$ cat config.mk
export PLATFORM = sky130hd
export DESIGN_NAME = eac_controller
export DESIGN_NICKNAME = d
export VERILOG_FILES = /design/src/eac_pkg.sv /design/src/eac_shifter.sv /design/src/eac_controller.sv
export SDC_FILE = /design/constraint.sdc
export NUM_CORES = 1
export LEC_CHECK = 0
export BUFFER_PORTS_ARGS = -buffer_cell sky130_fd_sc_hd__buf_4
export CAP_MARGIN = 20
export CORE_AREA = 10 10 119 164
export CTS_BUF_LIST = sky130_fd_sc_hd__clkbuf_4
export DETAILED_ROUTE_END_ITERATION = 6
export DIE_AREA = 0 0 129 174
export PLACE_DENSITY = 0.87
export SYNTH_ARGS = -nofsm -noshare
export SYNTH_HDL_FRONTEND = slang
export SYNTH_SLANG_ARGS = --single-unit
$ cat constraint.sdc
create_clock -name clock -period 6.9 [get_ports clock]
set_clock_uncertainty 0.1 [all_clocks]
set_input_delay 0.69 -clock clock [delete_from_list [all_inputs] [get_ports clock]]
set_output_delay 0.69 -clock clock [all_outputs]
set_load 0.1 [all_outputs]
$ cat src/eac_pkg.sv
package eac_pkg;
    localparam int EAC_ADDR_W = 12;
    localparam logic [11:0] EAC_CTRL_OFS = 12'h0a0;
    localparam logic [11:0] EAC_ADDR_DATA_OFS = 12'h0a4;
    localparam logic [11:0] EAC_INT_STAT_OFS = 12'h1f0;
    localparam logic [11:0] EAC_INT_MASK_OFS = 12'h1f4;
    // Control word layout
    localparam int EAC_START_BIT = 0;
    localparam int EAC_CMD_LSB = 1;
    localparam int EAC_AL_STAT_BIT = 4;
    localparam int EAC_AL_DIS_BIT = 5;
    localparam int EAC_RATE_LSB = 6;
    localparam int EAC_STAT_LSB = 8;
    localparam logic [15:0] EAC_CTRL_RST = 16'h0060;
    localparam logic [15:0] EAC_ADDR_RST = 16'h0000;
    localparam logic [15:0] EAC_DATA_RST = 16'h0000;
    // Bits 10, 11 and 15 of the control word are writable by software
    localparam logic [7:0] EAC_STAT_WR_MASK = 8'h8c;
    localparam logic [1:0] EAC_RATE_DIV64 = 2'h1;
    localparam logic [1:0] EAC_RATE_TEST = 2'h3;
    localparam int EAC_CORE_MHZ = 250;
    localparam int EAC_DIV_RATIO = 64;
    localparam logic [5:0] EAC_DIV64_HALF = 6'(EAC_DIV_RATIO / 2);
    localparam logic [5:0] EAC_TEST_HALF = 6'h02;
    localparam int EAC_FRAME_W = 40;
    localparam logic [5:0] EAC_BITS_OP = 6'h08;
    localparam logic [5:0] EAC_BITS_STAT = 6'h10;
    localparam logic [5:0] EAC_BITS_DATA = 6'h28;
    // Interrupt status bits
    localparam int EAC_INT_W = 2;
    localparam int EAC_INT_ACC = 0;
    localparam int EAC_INT_AL = 1;

    // Command codes equal the serial opcodes they send
    typedef enum logic [2:0] {
        CMD_NONE = 3'h0,
        CMD_WRSR = 3'h1,
        CMD_WRITE = 3'h2,
        CMD_READ = 3'h3,
        CMD_WRDI = 3'h4,
        CMD_RDSR = 3'h5,
        CMD_WREN = 3'h6,
        CMD_BAD = 3'h7
    } eac_cmd_e;

    typedef enum logic [1:0] {
        ST_IDLE = 2'h0,
        ST_AL_SIG = 2'h1,
        ST_AL_WORD = 2'h3,
        ST_ACC = 2'h2
    } eac_state_e;

    typedef struct packed {
        logic vld;
        logic [15:0] addr;
        logic [15:0] data;
    } eac_cfg_s;
endpackage

$ cat src/eac_shifter.sv
`timescale 1ns/100ps
`default_nettype none
module eac_shifter #(
    parameter int FRAME_W = 40,
    parameter int RX_W = 16
) (
    input wire logic clock,
    input wire logic arst_n,
    input wire logic start,
    input wire logic [FRAME_W-1:0] frame,
    input wire logic [5:0] nbits,
    input wire logic [5:0] half,
    output logic busy,
    output logic done,
    output logic [RX_W-1:0] rx,
    output logic sck,
    output logic cs_n,
    output logic mosi,
    input wire logic miso
);
    import eac_pkg::*;

    if (FRAME_W > 63 || RX_W > FRAME_W || RX_W < 2) begin : g_chk
        $error("eac_shifter: unsupported widths");
    end

    logic busy_ff, done_ff, sck_ff;
    logic [FRAME_W-1:0] sh_ff;
    logic [RX_W-1:0] rx_ff;
    logic [5:0] cnt_ff, bits_ff, half_ff, hi_cnt_ff;

    // Mode 0: data change on the falling edge, sampled on the rising one
    always_ff @(posedge clock or negedge arst_n) begin
        if (!arst_n) begin
            busy_ff <= 1'b0;
            done_ff <= 1'b0;
            sck_ff <= 1'b0;
            sh_ff <= '0;
            rx_ff <= '0;
            cnt_ff <= 6'h00;
            bits_ff <= 6'h00;
            half_ff <= 6'h01;
        end else begin
            done_ff <= 1'b0;
            if (!busy_ff) begin
                if (start) begin
                    busy_ff <= 1'b1;
                    sh_ff <= frame;
                    bits_ff <= nbits;
                    half_ff <= half;
                    cnt_ff <= 6'h00;
                end
            end else if (cnt_ff == half_ff - 6'h01) begin
                cnt_ff <= 6'h00;
                if (!sck_ff) begin
                    sck_ff <= 1'b1;
                    rx_ff <= {rx_ff[RX_W-2:0], miso};
                end else begin
                    sck_ff <= 1'b0;
                    sh_ff <= sh_ff << 1;
                    bits_ff <= bits_ff - 6'h01;
                    if (bits_ff == 6'h01) begin
                        busy_ff <= 1'b0;
                        done_ff <= 1'b1;
                    end
                end
            end else begin
                cnt_ff <= cnt_ff + 6'h01;
            end
        end
    end

    // Counts high time of the serial clock, read only by a check
    always_ff @(posedge clock or negedge arst_n) begin
        if (!arst_n) begin
            hi_cnt_ff <= 6'h00;
        end else if (!sck_ff) begin
            hi_cnt_ff <= 6'h00;
        end else begin
            hi_cnt_ff <= hi_cnt_ff + 6'h01;
        end
    end

    assign busy = busy_ff;
    assign done = done_ff;
    assign rx = rx_ff;
    assign sck = sck_ff;
    assign cs_n = ~busy_ff;
    assign mosi = sh_ff[FRAME_W-1];
endmodule
`default_nettype wire

$ cat src/eac_controller.sv
`timescale 1ns/100ps
`default_nettype none
// What this block does
// - Writing the start bit launches one serial access with current fields
// - Command field picks WRSR, WRITE, READ, WRDI, RDSR or WREN
// - Autoload status sets only after a successful autoload since reset
// - Autoload disable bit blocks autoload; resets to one
// - Clock rate field: 01 divides by 64 (reset), 11 test mode
// - Read-only write-in-progress status bit, reset zero
// - Read-only write-enable-latch status bit, reset zero
// - Two writable block protection bits, reset zero
// - Writable write-protect-enable top bit; bits 14:12 read-only, reset zero, loaded by RDSR
// - Sixteen-bit writable address in low half, reset zero
// - Sixteen-bit data in high half, write source and read result
module eac_controller #(
    parameter logic [15:0] AL_SIGNATURE = 16'h5a5a,
    parameter int AL_WORDS = 4
) (
    input wire logic clock,
    input wire logic arst_n,
    input wire logic [eac_pkg::EAC_ADDR_W-1:0] reg_addr,
    input wire logic [31:0] reg_wdata,
    input wire logic reg_wr,
    input wire logic reg_rd,
    output logic [31:0] reg_rdata,
    output logic eeprom_sck,
    output logic eeprom_cs_n,
    output logic eeprom_mosi,
    input wire logic eeprom_miso,
    output var eac_pkg::eac_cfg_s cfg_load,
    output logic irq
);
    import eac_pkg::*;

    if (AL_WORDS < 1 || AL_WORDS > 65535) begin : g_chk
        $error("eac_controller: AL_WORDS out of range");
    end

    eac_state_e state_ff, nxt_state;
    eac_cmd_e cmd_ff, acc_cmd_ff, l_cmd;
    logic start_ff, al_stat_ff, al_dis_ff, al_arm_ff;
    logic [1:0] rate_ff;
    logic [7:0] status_ff;
    logic [15:0] addr_ff, data_ff, al_idx_ff, l_addr;
    logic [EAC_INT_W-1:0] int_stat_ff, int_mask_ff, ev;
    logic [31:0] rdata_ff;
    eac_cfg_s cfg_ff;
    logic wr_ctrl, wr_ad, wr_is, wr_im, rd_ctrl, rd_ad, rd_is, rd_im;
    logic al_go, cmd_valid, clr_start, start_rewr, acc_end;
    logic al_ok, al_fail, al_word;
    logic eng_start, eng_busy, eng_done;
    logic [15:0] eng_rx;
    logic [7:0] rx_stat;
    logic [EAC_FRAME_W-1:0] frame;
    logic [5:0] nbits, half;
    logic [15:0] ctrl_word;

    always_comb begin
        wr_ctrl = 1'b0;
        wr_ad = 1'b0;
        wr_is = 1'b0;
        wr_im = 1'b0;
        if (reg_addr == EAC_CTRL_OFS) begin
            wr_ctrl = reg_wr;
        end else if (reg_addr == EAC_ADDR_DATA_OFS) begin
            wr_ad = reg_wr;
        end else if (reg_addr == EAC_INT_STAT_OFS) begin
            wr_is = reg_wr;
        end else if (reg_addr == EAC_INT_MASK_OFS) begin
            wr_im = reg_wr;
        end
    end

    assign rd_ctrl = reg_rd && reg_addr == EAC_CTRL_OFS;
    assign rd_ad = reg_rd && reg_addr == EAC_ADDR_DATA_OFS;
    assign rd_is = reg_rd && reg_addr == EAC_INT_STAT_OFS;
    assign rd_im = reg_rd && reg_addr == EAC_INT_MASK_OFS;

    assign al_go = al_arm_ff && !al_dis_ff;
    assign cmd_valid = cmd_ff != CMD_NONE && cmd_ff != CMD_BAD;
    assign acc_end = state_ff == ST_ACC && eng_done;
    assign start_rewr = wr_ctrl && reg_wdata[EAC_START_BIT];
    assign rx_stat = eng_rx[7:0];
    assign al_word = state_ff == ST_AL_WORD && eng_done;
    assign al_ok = al_word && al_idx_ff == 16'(AL_WORDS);
    assign al_fail = state_ff == ST_AL_SIG && eng_done
        && eng_rx != AL_SIGNATURE;
    // A start with an unusable command completes at once, sending nothing
    assign clr_start = acc_end || (state_ff == ST_IDLE && !al_go
        && start_ff && !cmd_valid);

    // Sequencer: autoload has priority; start waits until it finishes
    always_comb begin
        nxt_state = state_ff;
        eng_start = 1'b0;
        l_cmd = CMD_READ;
        l_addr = 16'h0000;
        case (state_ff)
            ST_IDLE: begin
                if (al_go) begin
                    eng_start = 1'b1;
                    nxt_state = ST_AL_SIG;
                end else if (start_ff && cmd_valid) begin
                    eng_start = 1'b1;
                    l_cmd = cmd_ff;
                    l_addr = addr_ff;
                    nxt_state = ST_ACC;
                end
            end
            ST_AL_SIG: begin
                if (eng_done && !al_fail) begin
                    eng_start = 1'b1;
                    l_addr = 16'h0001;
                    nxt_state = ST_AL_WORD;
                end else if (eng_done) begin
                    nxt_state = ST_IDLE;
                end
            end
            ST_AL_WORD: begin
                if (al_word && !al_ok) begin
                    eng_start = 1'b1;
                    l_addr = al_idx_ff + 16'h0001;
                end else if (al_ok) begin
                    nxt_state = ST_IDLE;
                end
            end
            ST_ACC: begin
                if (eng_done) begin
                    nxt_state = ST_IDLE;
                end
            end
            default: nxt_state = ST_IDLE;
        endcase
    end

    // Frame is opcode first, then address, then data, most significant first
    always_comb begin
        frame = '0;
        nbits = EAC_BITS_OP;
        case (l_cmd)
            CMD_WRSR: begin
                frame = {5'h00, l_cmd, status_ff, 24'h000000};
                nbits = EAC_BITS_STAT;
            end
            CMD_WRITE: begin
                frame = {5'h00, l_cmd, l_addr, data_ff};
                nbits = EAC_BITS_DATA;
            end
            CMD_READ: begin
                frame = {5'h00, l_cmd, l_addr, 16'h0000};
                nbits = EAC_BITS_DATA;
            end
            CMD_RDSR: begin
                frame = {5'h00, l_cmd, 32'h00000000};
                nbits = EAC_BITS_STAT;
            end
            default: begin
                frame = {5'h00, l_cmd, 32'h00000000};
                nbits = EAC_BITS_OP;
            end
        endcase
    end

    // Reserved rate codes fall back to the divide-by-64 rate
    assign half = (rate_ff == EAC_RATE_TEST) ? EAC_TEST_HALF
        : EAC_DIV64_HALF;

    always_ff @(posedge clock or negedge arst_n) begin
        if (!arst_n) begin
            state_ff <= ST_IDLE;
            acc_cmd_ff <= CMD_NONE;
        end else begin
            state_ff <= nxt_state;
            if (eng_start && state_ff == ST_IDLE && !al_go) begin
                acc_cmd_ff <= cmd_ff;
            end
        end
    end

    // Control fields; a new start in the finishing cycle is kept
    always_ff @(posedge clock or negedge arst_n) begin
        if (!arst_n) begin
            start_ff <= EAC_CTRL_RST[EAC_START_BIT];
            cmd_ff <= eac_cmd_e'(EAC_CTRL_RST[EAC_CMD_LSB +: 3]);
            al_dis_ff <= EAC_CTRL_RST[EAC_AL_DIS_BIT];
            rate_ff <= EAC_CTRL_RST[EAC_RATE_LSB +: 2];
        end else begin
            if (clr_start) begin
                start_ff <= 1'b0;
            end
            if (start_rewr) begin
                start_ff <= 1'b1;
            end
            if (wr_ctrl) begin
                cmd_ff <= eac_cmd_e'(reg_wdata[EAC_CMD_LSB +: 3]);
                al_dis_ff <= reg_wdata[EAC_AL_DIS_BIT];
                rate_ff <= reg_wdata[EAC_RATE_LSB +: 2];
            end
        end
    end

    // Autoload runs once per reset, as soon as it is allowed
    always_ff @(posedge clock or negedge arst_n) begin
        if (!arst_n) begin
            al_arm_ff <= 1'b1;
            al_stat_ff <= EAC_CTRL_RST[EAC_AL_STAT_BIT];
            al_idx_ff <= 16'h0000;
        end else begin
            if (state_ff == ST_AL_SIG && eng_done) begin
                al_idx_ff <= 16'h0001;
            end else if (al_word && !al_ok) begin
                al_idx_ff <= al_idx_ff + 16'h0001;
            end
            if (al_fail || al_ok) begin
                al_arm_ff <= 1'b0;
            end
            if (al_ok) begin
                al_stat_ff <= 1'b1;
            end
        end
    end

    always_ff @(posedge clock or negedge arst_n) begin
        if (!arst_n) begin
            cfg_ff <= '0;
        end else begin
            cfg_ff.vld <= al_word;
            if (al_word) begin
                cfg_ff.addr <= al_idx_ff - 16'h0001;
                cfg_ff.data <= eng_rx;
            end
        end
    end

    // Status byte: software writes only the protect bits, RDSR loads all
    always_ff @(posedge clock or negedge arst_n) begin
        if (!arst_n) begin
            status_ff <= EAC_CTRL_RST[EAC_STAT_LSB +: 8];
        end else if (acc_end && acc_cmd_ff == CMD_RDSR) begin
            status_ff <= rx_stat;
        end else if (wr_ctrl) begin
            status_ff <= (status_ff & ~EAC_STAT_WR_MASK)
                | (reg_wdata[EAC_STAT_LSB +: 8] & EAC_STAT_WR_MASK);
        end
    end

    always_ff @(posedge clock or negedge arst_n) begin
        if (!arst_n) begin
            addr_ff <= EAC_ADDR_RST;
            data_ff <= EAC_DATA_RST;
        end else begin
            if (wr_ad) begin
                addr_ff <= reg_wdata[15:0];
            end
            if (acc_end && acc_cmd_ff == CMD_READ) begin
                data_ff <= eng_rx;
            end else if (wr_ad) begin
                data_ff <= reg_wdata[31:16];
            end
        end
    end

    assign ev[EAC_INT_ACC] = clr_start;
    assign ev[EAC_INT_AL] = al_ok || al_fail;

    // Event wins over a write-one-to-clear in the same cycle
    always_ff @(posedge clock or negedge arst_n) begin
        if (!arst_n) begin
            int_stat_ff <= '0;
            int_mask_ff <= '0;
        end else begin
            int_stat_ff <= (int_stat_ff
                & ~(wr_is ? reg_wdata[EAC_INT_W-1:0] : '0)) | ev;
            if (wr_im) begin
                int_mask_ff <= reg_wdata[EAC_INT_W-1:0];
            end
        end
    end

    assign ctrl_word = {status_ff, rate_ff, al_dis_ff, al_stat_ff,
        cmd_ff, start_ff};

    always_ff @(posedge clock or negedge arst_n) begin
        if (!arst_n) begin
            rdata_ff <= 32'h00000000;
        end else if (rd_ctrl) begin
            rdata_ff <= {16'h0000, ctrl_word};
        end else if (rd_ad) begin
            rdata_ff <= {data_ff, addr_ff};
        end else if (rd_is) begin
            rdata_ff <= {{(32-EAC_INT_W){1'b0}}, int_stat_ff};
        end else if (rd_im) begin
            rdata_ff <= {{(32-EAC_INT_W){1'b0}}, int_mask_ff};
        end else begin
            rdata_ff <= 32'h00000000;
        end
    end

    assign reg_rdata = rdata_ff;
    assign irq = |(int_stat_ff & int_mask_ff);
    assign cfg_load = cfg_ff;

    eac_shifter #(
        .FRAME_W(EAC_FRAME_W),
        .RX_W(16)
    ) u_shifter (
        .clock(clock),
        .arst_n(arst_n),
        .start(eng_start),
        .frame(frame),
        .nbits(nbits),
        .half(half),
        .busy(eng_busy),
        .done(eng_done),
        .rx(eng_rx),
        .sck(eeprom_sck),
        .cs_n(eeprom_cs_n),
        .mosi(eeprom_mosi),
        .miso(eeprom_miso)
    );
endmodule
`default_nettype wire

# Yosys cells after proc, flatten, opt, wreduce, memory -nomap -nowiden
# Cells that the tools add are included.
totals:
  word_cells: 173
  output_inout_bits: 69
  register_bits: 216
classes:
  n_mux: 67
  bitwise: 7
  n_reduce_logical: 44
  n_eq_ne: 24
  n_addsub: 5
op_table:
  columns: ["cell", "count"]
  rows:
  - ["2-to-1 mux 40 bit", 4]
  - ["2-to-1 mux 16 bit", 7]
  - ["case mux 32 bit (3 select lines)", 1]
  - ["2-to-1 mux 32 bit", 2]
  - ["2-to-1 mux 6 bit", 8]
  - ["case mux 16 bit (3 select lines)", 1]
  - ["2-to-1 mux 1 bit", 27]
  - ["equality test 12 x 8 -> 1 bit (second input constant)", 2]
  - ["equality test 12 x 9 -> 1 bit (second input constant)", 2]
  - ["logical AND 1 bit", 22]
  - ["2-to-1 mux 2 bit", 9]
  - ["adder 16 x 1 -> 16 bit (second input constant)", 1]
  - ["equality test 16 x 3 -> 1 bit (second input constant)", 1]
  - ["2-to-1 mux 8 bit", 2]
  - ["!= test 16 x 15 -> 1 bit (second input constant)", 1]
  - ["subtractor 16 x 1 -> 16 bit (second input constant)", 1]
  - ["case mux 6 bit (2 select lines)", 1]
  - ["subtractor 6 x 1 -> 6 bit (second input constant)", 2]
  - ["nonzero test 2 bit", 5]
  - ["equality test 3 x 2 -> 1 bit (second input constant)", 3]
  - ["2-to-1 mux 3 bit", 3]
  - ["AND reduction 3 bit", 3]
  - ["!= test 2 bit (second input constant)", 4]
  - ["OR 7 x 8 -> 8 bit", 1]
  - ["21 further kinds", 34]

# Logic depth before layout (Yosys ltp)
depth:
  ltp_word: 11
  ltp_mapped: 9
  depth_no_buf: 7

# Cells and area by module
# A second synthesis with hierarchy kept.
hier_totals:
  hier_cells: 960
  hier_area_um2: 10425.0
by_module_without_submodules:
  columns: ["module", "seq_area_each_um2", "n_inst", "cells_each", "area_each_um2"]
  rows:
  - ["eac_controller", 3482.1, 1, 658, 6618.8]
  - ["eac_shifter", 1928.1, 1, 302, 3806.2]

# Worst setup path before layout
# OpenSTA, ideal clock, no wires.
synth_path:
  kind: "register to register"
  from: "reg u_shifter.busy_ff (netlist: u_shifter.busy)"
  to: "reg u_shifter.rx_ff[10] (netlist: u_shifter.rx[10])"
  required_time_ns: 6.675
  n_path_buf: 3
  path_slack_ns: 4.072
  path_stages_with_launch: 7
  t_arrival_ns: 2.603
  setup_time_ns: 0.125
  path_cell_list: "dfrtp_1 clkbuf_1 clkinv_1 or4_4 buf_6 buf_12 mux2_4"
synth_via:
  elab_chain_cells: 1
synth_lines:
  columns: ["element", "line_no", "text"]
  rows:
  - ["start: declaration", "eac_shifter.sv:27", "logic busy_ff, done_ff, sck_ff;"]
  - ["start signal: assignment", "eac_shifter.sv:35", "busy_ff <= 1'b0;"]
  - ["start signal: assignment", "eac_shifter.sv:47", "busy_ff <= 1'b1;"]
  - ["start signal: assignment", "eac_shifter.sv:63", "busy_ff <= 1'b0;"]
  - ["AND reduction 3 bit (no source line)", null, null]
  - ["end signal: assignment", "eac_shifter.sv:57", "rx_ff <= {rx_ff[RX_W-2:0], miso};"]
  - ["end: declaration", "eac_shifter.sv:29", "logic [RX_W-1:0] rx_ff;"]
# Every way passes these cells.
# A chain may end at the register's enable or synchronous reset.

# Worst setup path in the final report
layout_path:
  from: "reg al_idx_ff[0]"
  to: "reg u_shifter.sh_ff[6]"
layout_via:
  elab_chain_cells: 8
layout_lines:
  columns: ["element", "line_no", "text"]
  rows:
  - ["start: declaration", "eac_controller.sv:44", "logic [15:0] addr_ff, data_ff, al_idx_ff, l_addr;"]
  - ["start signal: assignment", "eac_controller.sv:212", "al_idx_ff <= al_idx_ff + 16'h0001;"]
  - ["equality test 16 x 3 -> 1 bit", "eac_controller.sv:85", "assign al_ok = al_word && al_idx_ff == 16'(AL_WORDS);"]
  - ["logical AND 1 bit", "eac_controller.sv:85", null]
  - ["zero test 1 bit", "eac_controller.sv:120", "if (al_word && !al_ok) begin"]
  - ["logical AND 1 bit", "eac_controller.sv:120", null]
  - ["2-to-1 mux 1 bit", "eac_controller.sv:120", null]
  - ["case mux 1 bit (3 select lines)", "eac_controller.sv:98", "case (state_ff)"]
  - ["nonzero test 2 bit (no source line)", null, null]
  - ["AND reduction 3 bit (no source line)", null, null]
  - ["end signal: assignment", "eac_shifter.sv:48", "sh_ff <= frame;"]
  - ["end signal: assignment", "eac_shifter.sv:60", "sh_ff <= sh_ff << 1;"]
  - ["end: declaration", "eac_shifter.sv:28", "logic [FRAME_W-1:0] sh_ff;"]
# Every way passes these cells.

==> metrics.txt <==
Die H=174 um; reg2reg start=al_idx_ff[0]; CP max stage delay=680 ps; Crit path max-delay family=simple AND/OR/NAND/NOR gates; largest cells by area after synthesis=dfrtp_1, mux2_2, nand2_1; yosys warns=0; crit path kind=reg -> reg; Worst Setup EP=u_shifter.sh_ff[6]; Via density=5.95; vias in the first global route=8155; hold_buf cts=0; GP Congestion=0.897; Crit. End Element=flop; Clock Latency Late Sink=620 ps; antenna viol nets, final=0; cell taking the most area after synthesis=dfrtp_1; TritonCTS Buffers=48; unrepaired setup endpoints after global routing=no; initial antenna violation count=1; max_slew headroom=29.6%; Post-Synthesis Cells=936; setup TNS=0 ps; Power Density=207 nW/um^2; CTS sink count=213; Critical path origin=al_idx_ff[0]; Crit Path Max Fanout=34; Rows=56; WP depth=7; dpl hpwl=17500 um; top cell type's share of synthesized area=52.3%; pre-CTS WS=3530 ps; die area=22400 um^2; worst hold path class=in -> async; final setup fails=0; max_cap viols=0; proportion of layout cells with a drive suffix above 1=28.1%; R2R setup slack=3510 ps; worst ir drop on vdd=0.158 mV; global route overflow=0; number of flops mapped to enable cells by yosys=0; fmax=0.295 GHz; status=complete, no violations; Initial Utilization=60.4%; post-CTS setup buffer count=0; worst path cell trace=inv_1 > ha_1 > nor4bb_1 > nand4_1 > a2bb2oi_2 > nand3_4 > mux2_1; max-slew violation count=0; clock root buffer=clkbuf_4; post-synth net total=992; Final Non-Filler Cells=1294; drt total wl=25300 um; vias post-DR=7701; Register-to-Register Path Depth=7; min Tclk post-route=3390 ps; Startpoint Class=flop; post-synthesis cell type count=66; worst-margin pin slew=1060 ps; endpoints failing hold=0; CP Data Arrival Time=3790 ps; register area share after synthesis=53.4%; H-tree levels=2; I/O Pins=118; TritonRoute pass-1 iters=5; Area Growth Syn to Fin=15.9%; global-route wire length before repair=41100 um; I/O Buffers=117; Inst Count DP=1207; Main synth FF type=dfrtp_1; Routed WL per cell=19.5 um; flops & latches, synth=213; Tcrit/Tclk final=49.2%; floorplan core area=16500 um^2; initial drt markers=528; Buf+Inv Stages, Crit Path=1; Post-Syn Area=9990 um^2; Resized cells post-CTS=0; Max clock buf depth=3; syn_area_per_cell=10.7 um^2; nets=1111; Filler Cell Count=1215; DR DRC count=0; Clock Pin Slew Worst Setup and Hold Paths=80 ps; Static Leakage=5.67 nW; Req. time, crit path=7290 ps; post-synthesis async set-or-reset flop share=100%; reg2reg end=u_shifter.sh_ff[6]; CP max-delay cell=nand4_1; Horiz. Die Dim=129 um; CTS tree=yes; total track usage=22.5%; worst setup margin=3510 ps; largest net degree at the start of global routing=97
[power breakdown]
part / total [W] / internal [W] / switching (W)
registers: 0.00128 / 0.00126 / 0.0000183
logic: 0.000116 / 0.0000468 / 0.0000694
clock network: 0.00100 / 0.000520 / 0.000480
[state kept, by name, indices dropped and copies added (netlist names), 2 cells and up]
signal             flops
acc_cmd_ff             3
addr_ff               16
al_idx_ff             16
cfg_load              33
cmd_ff                 3
data_ff               16
int_mask_ff            2
int_stat_ff            2
rate_ff                2
reg_rdata             32
state_ff               2
status_ff              8
u_shifter.bits_ff      6
u_shifter.cnt_ff       6
u_shifter.half_ff      3
u_shifter.rx          16
u_shifter.sh_ff       40
[final cells by class]
cell class              count  area, um^2  area share (%)
flip-flops and latches    213        5340            46.1
well taps                 203         254            2.19
diodes                      1        2.50          0.0216
clock buffers              73         548            4.73
multi-input cells         635        4290            37.0
repair buffers            129         975            8.42
inverters                  28         105           0.908
clock inverters            12        75.1           0.648
[through the flow]
stage / util, % / power (W) / hold slack [ps] / area [um^2]
finish: 70.0 / 0.00240 / 54.0 / 11600
global route: 70.0 / 0.00250 / 98.9 / 11600
CTS: 70.0 / 0.00242 / 68.6 / 11600
detailed placement: 66.2 / 0.00142 / 328 / 10900
global placement: 66.2 / 0.00141 / 328 / 10900
floorplan: - / 0.00135 / 294 / 9990
[cells in the final DEF (no fill, tap or decap), types with 20 or more instances in the layout]
cell type,synthesis,final
dfrtp_1,209,209
nand2_1,152,152
buf_4,0,128
clkbuf_4,0,73
o21ai_0,64,64
mux2_2,63,63
nor2_1,40,39
xnor2_1,32,32
inv_1,27,27
a22o_1,24,24
mux2i_1,24,24
nand3_1,24,23
nor3_1,20,20
[synthesized netlist by cell type (3+ instances only)]
cell	instances
a21oi_1	11
a221o_1	3
a221oi_1	4
a22o_1	24
a22oi_1	12
a2bb2oi_1	3
a31oi_1	6
and2_1	17
buf_1	6
buf_2	5
buf_6	4
clkbuf_1	44
dfrtp_1	209
dfstp_2	4
ha_1	7
inv_1	27
mux2_1	3
mux2_2	63
mux2_4	9
mux2i_1	24
nand2_1	152
nand3_1	24
nand4_1	11
nor2_1	40
nor2b_1	3
nor3_1	20
nor4_1	11
nor4_2	3
nor4bb_1	5
o21ai_0	64
o221ai_1	8
o2bb2ai_1	3
o31ai_1	4
or2_2	6
or3_1	9
xnor2_1	32
xor2_1	15
[logic make-up (layout without fill, tap and decap cells)]
family / count (synthesis) / in the layout / share of synthesized area [%]
other cells: 0 / 1 / 0
xor+xnor: 47 / 47 / 4.12
flops: 213 / 213 / 53.4
mux: 99 / 99 / 11.2
fa+ha+maj: 7 / 7 / 0.876
buf+inv: 88 / 242 / 3.83
compound gates: 157 / 157 / 10.6
simple gates: 325 / 325 / 16.0
[layer usage]
metal / share of wire [%] / routed length [um] / GRT usage, % / vias to the layer above
li1: - / - / - / 3552
met1: 39 / 9750 / 26.1 / 3818
met2: 52 / 13200 / 39.0 / 269
met3: 6.1 / 1540 / 4.87 / 62
met4: 3.2 / 808 / 9.60 / 0
met5: 0 / 0 / 0 / -
[worst min path at each step]
stage / from / end / cells past startpoint
finish: arst_n / u_shifter.half_ff[1] / 1
global route: arst_n / u_shifter.sh_ff[9] / 1
CTS: arst_n / reg_rdata[25] / 1
detailed placement: al_arm_ff / al_arm_ff / 2
global placement: al_arm_ff / al_arm_ff / 2
floorplan: arst_n / acc_cmd_ff[0] / 0
(Power assumes the default switching activity.)
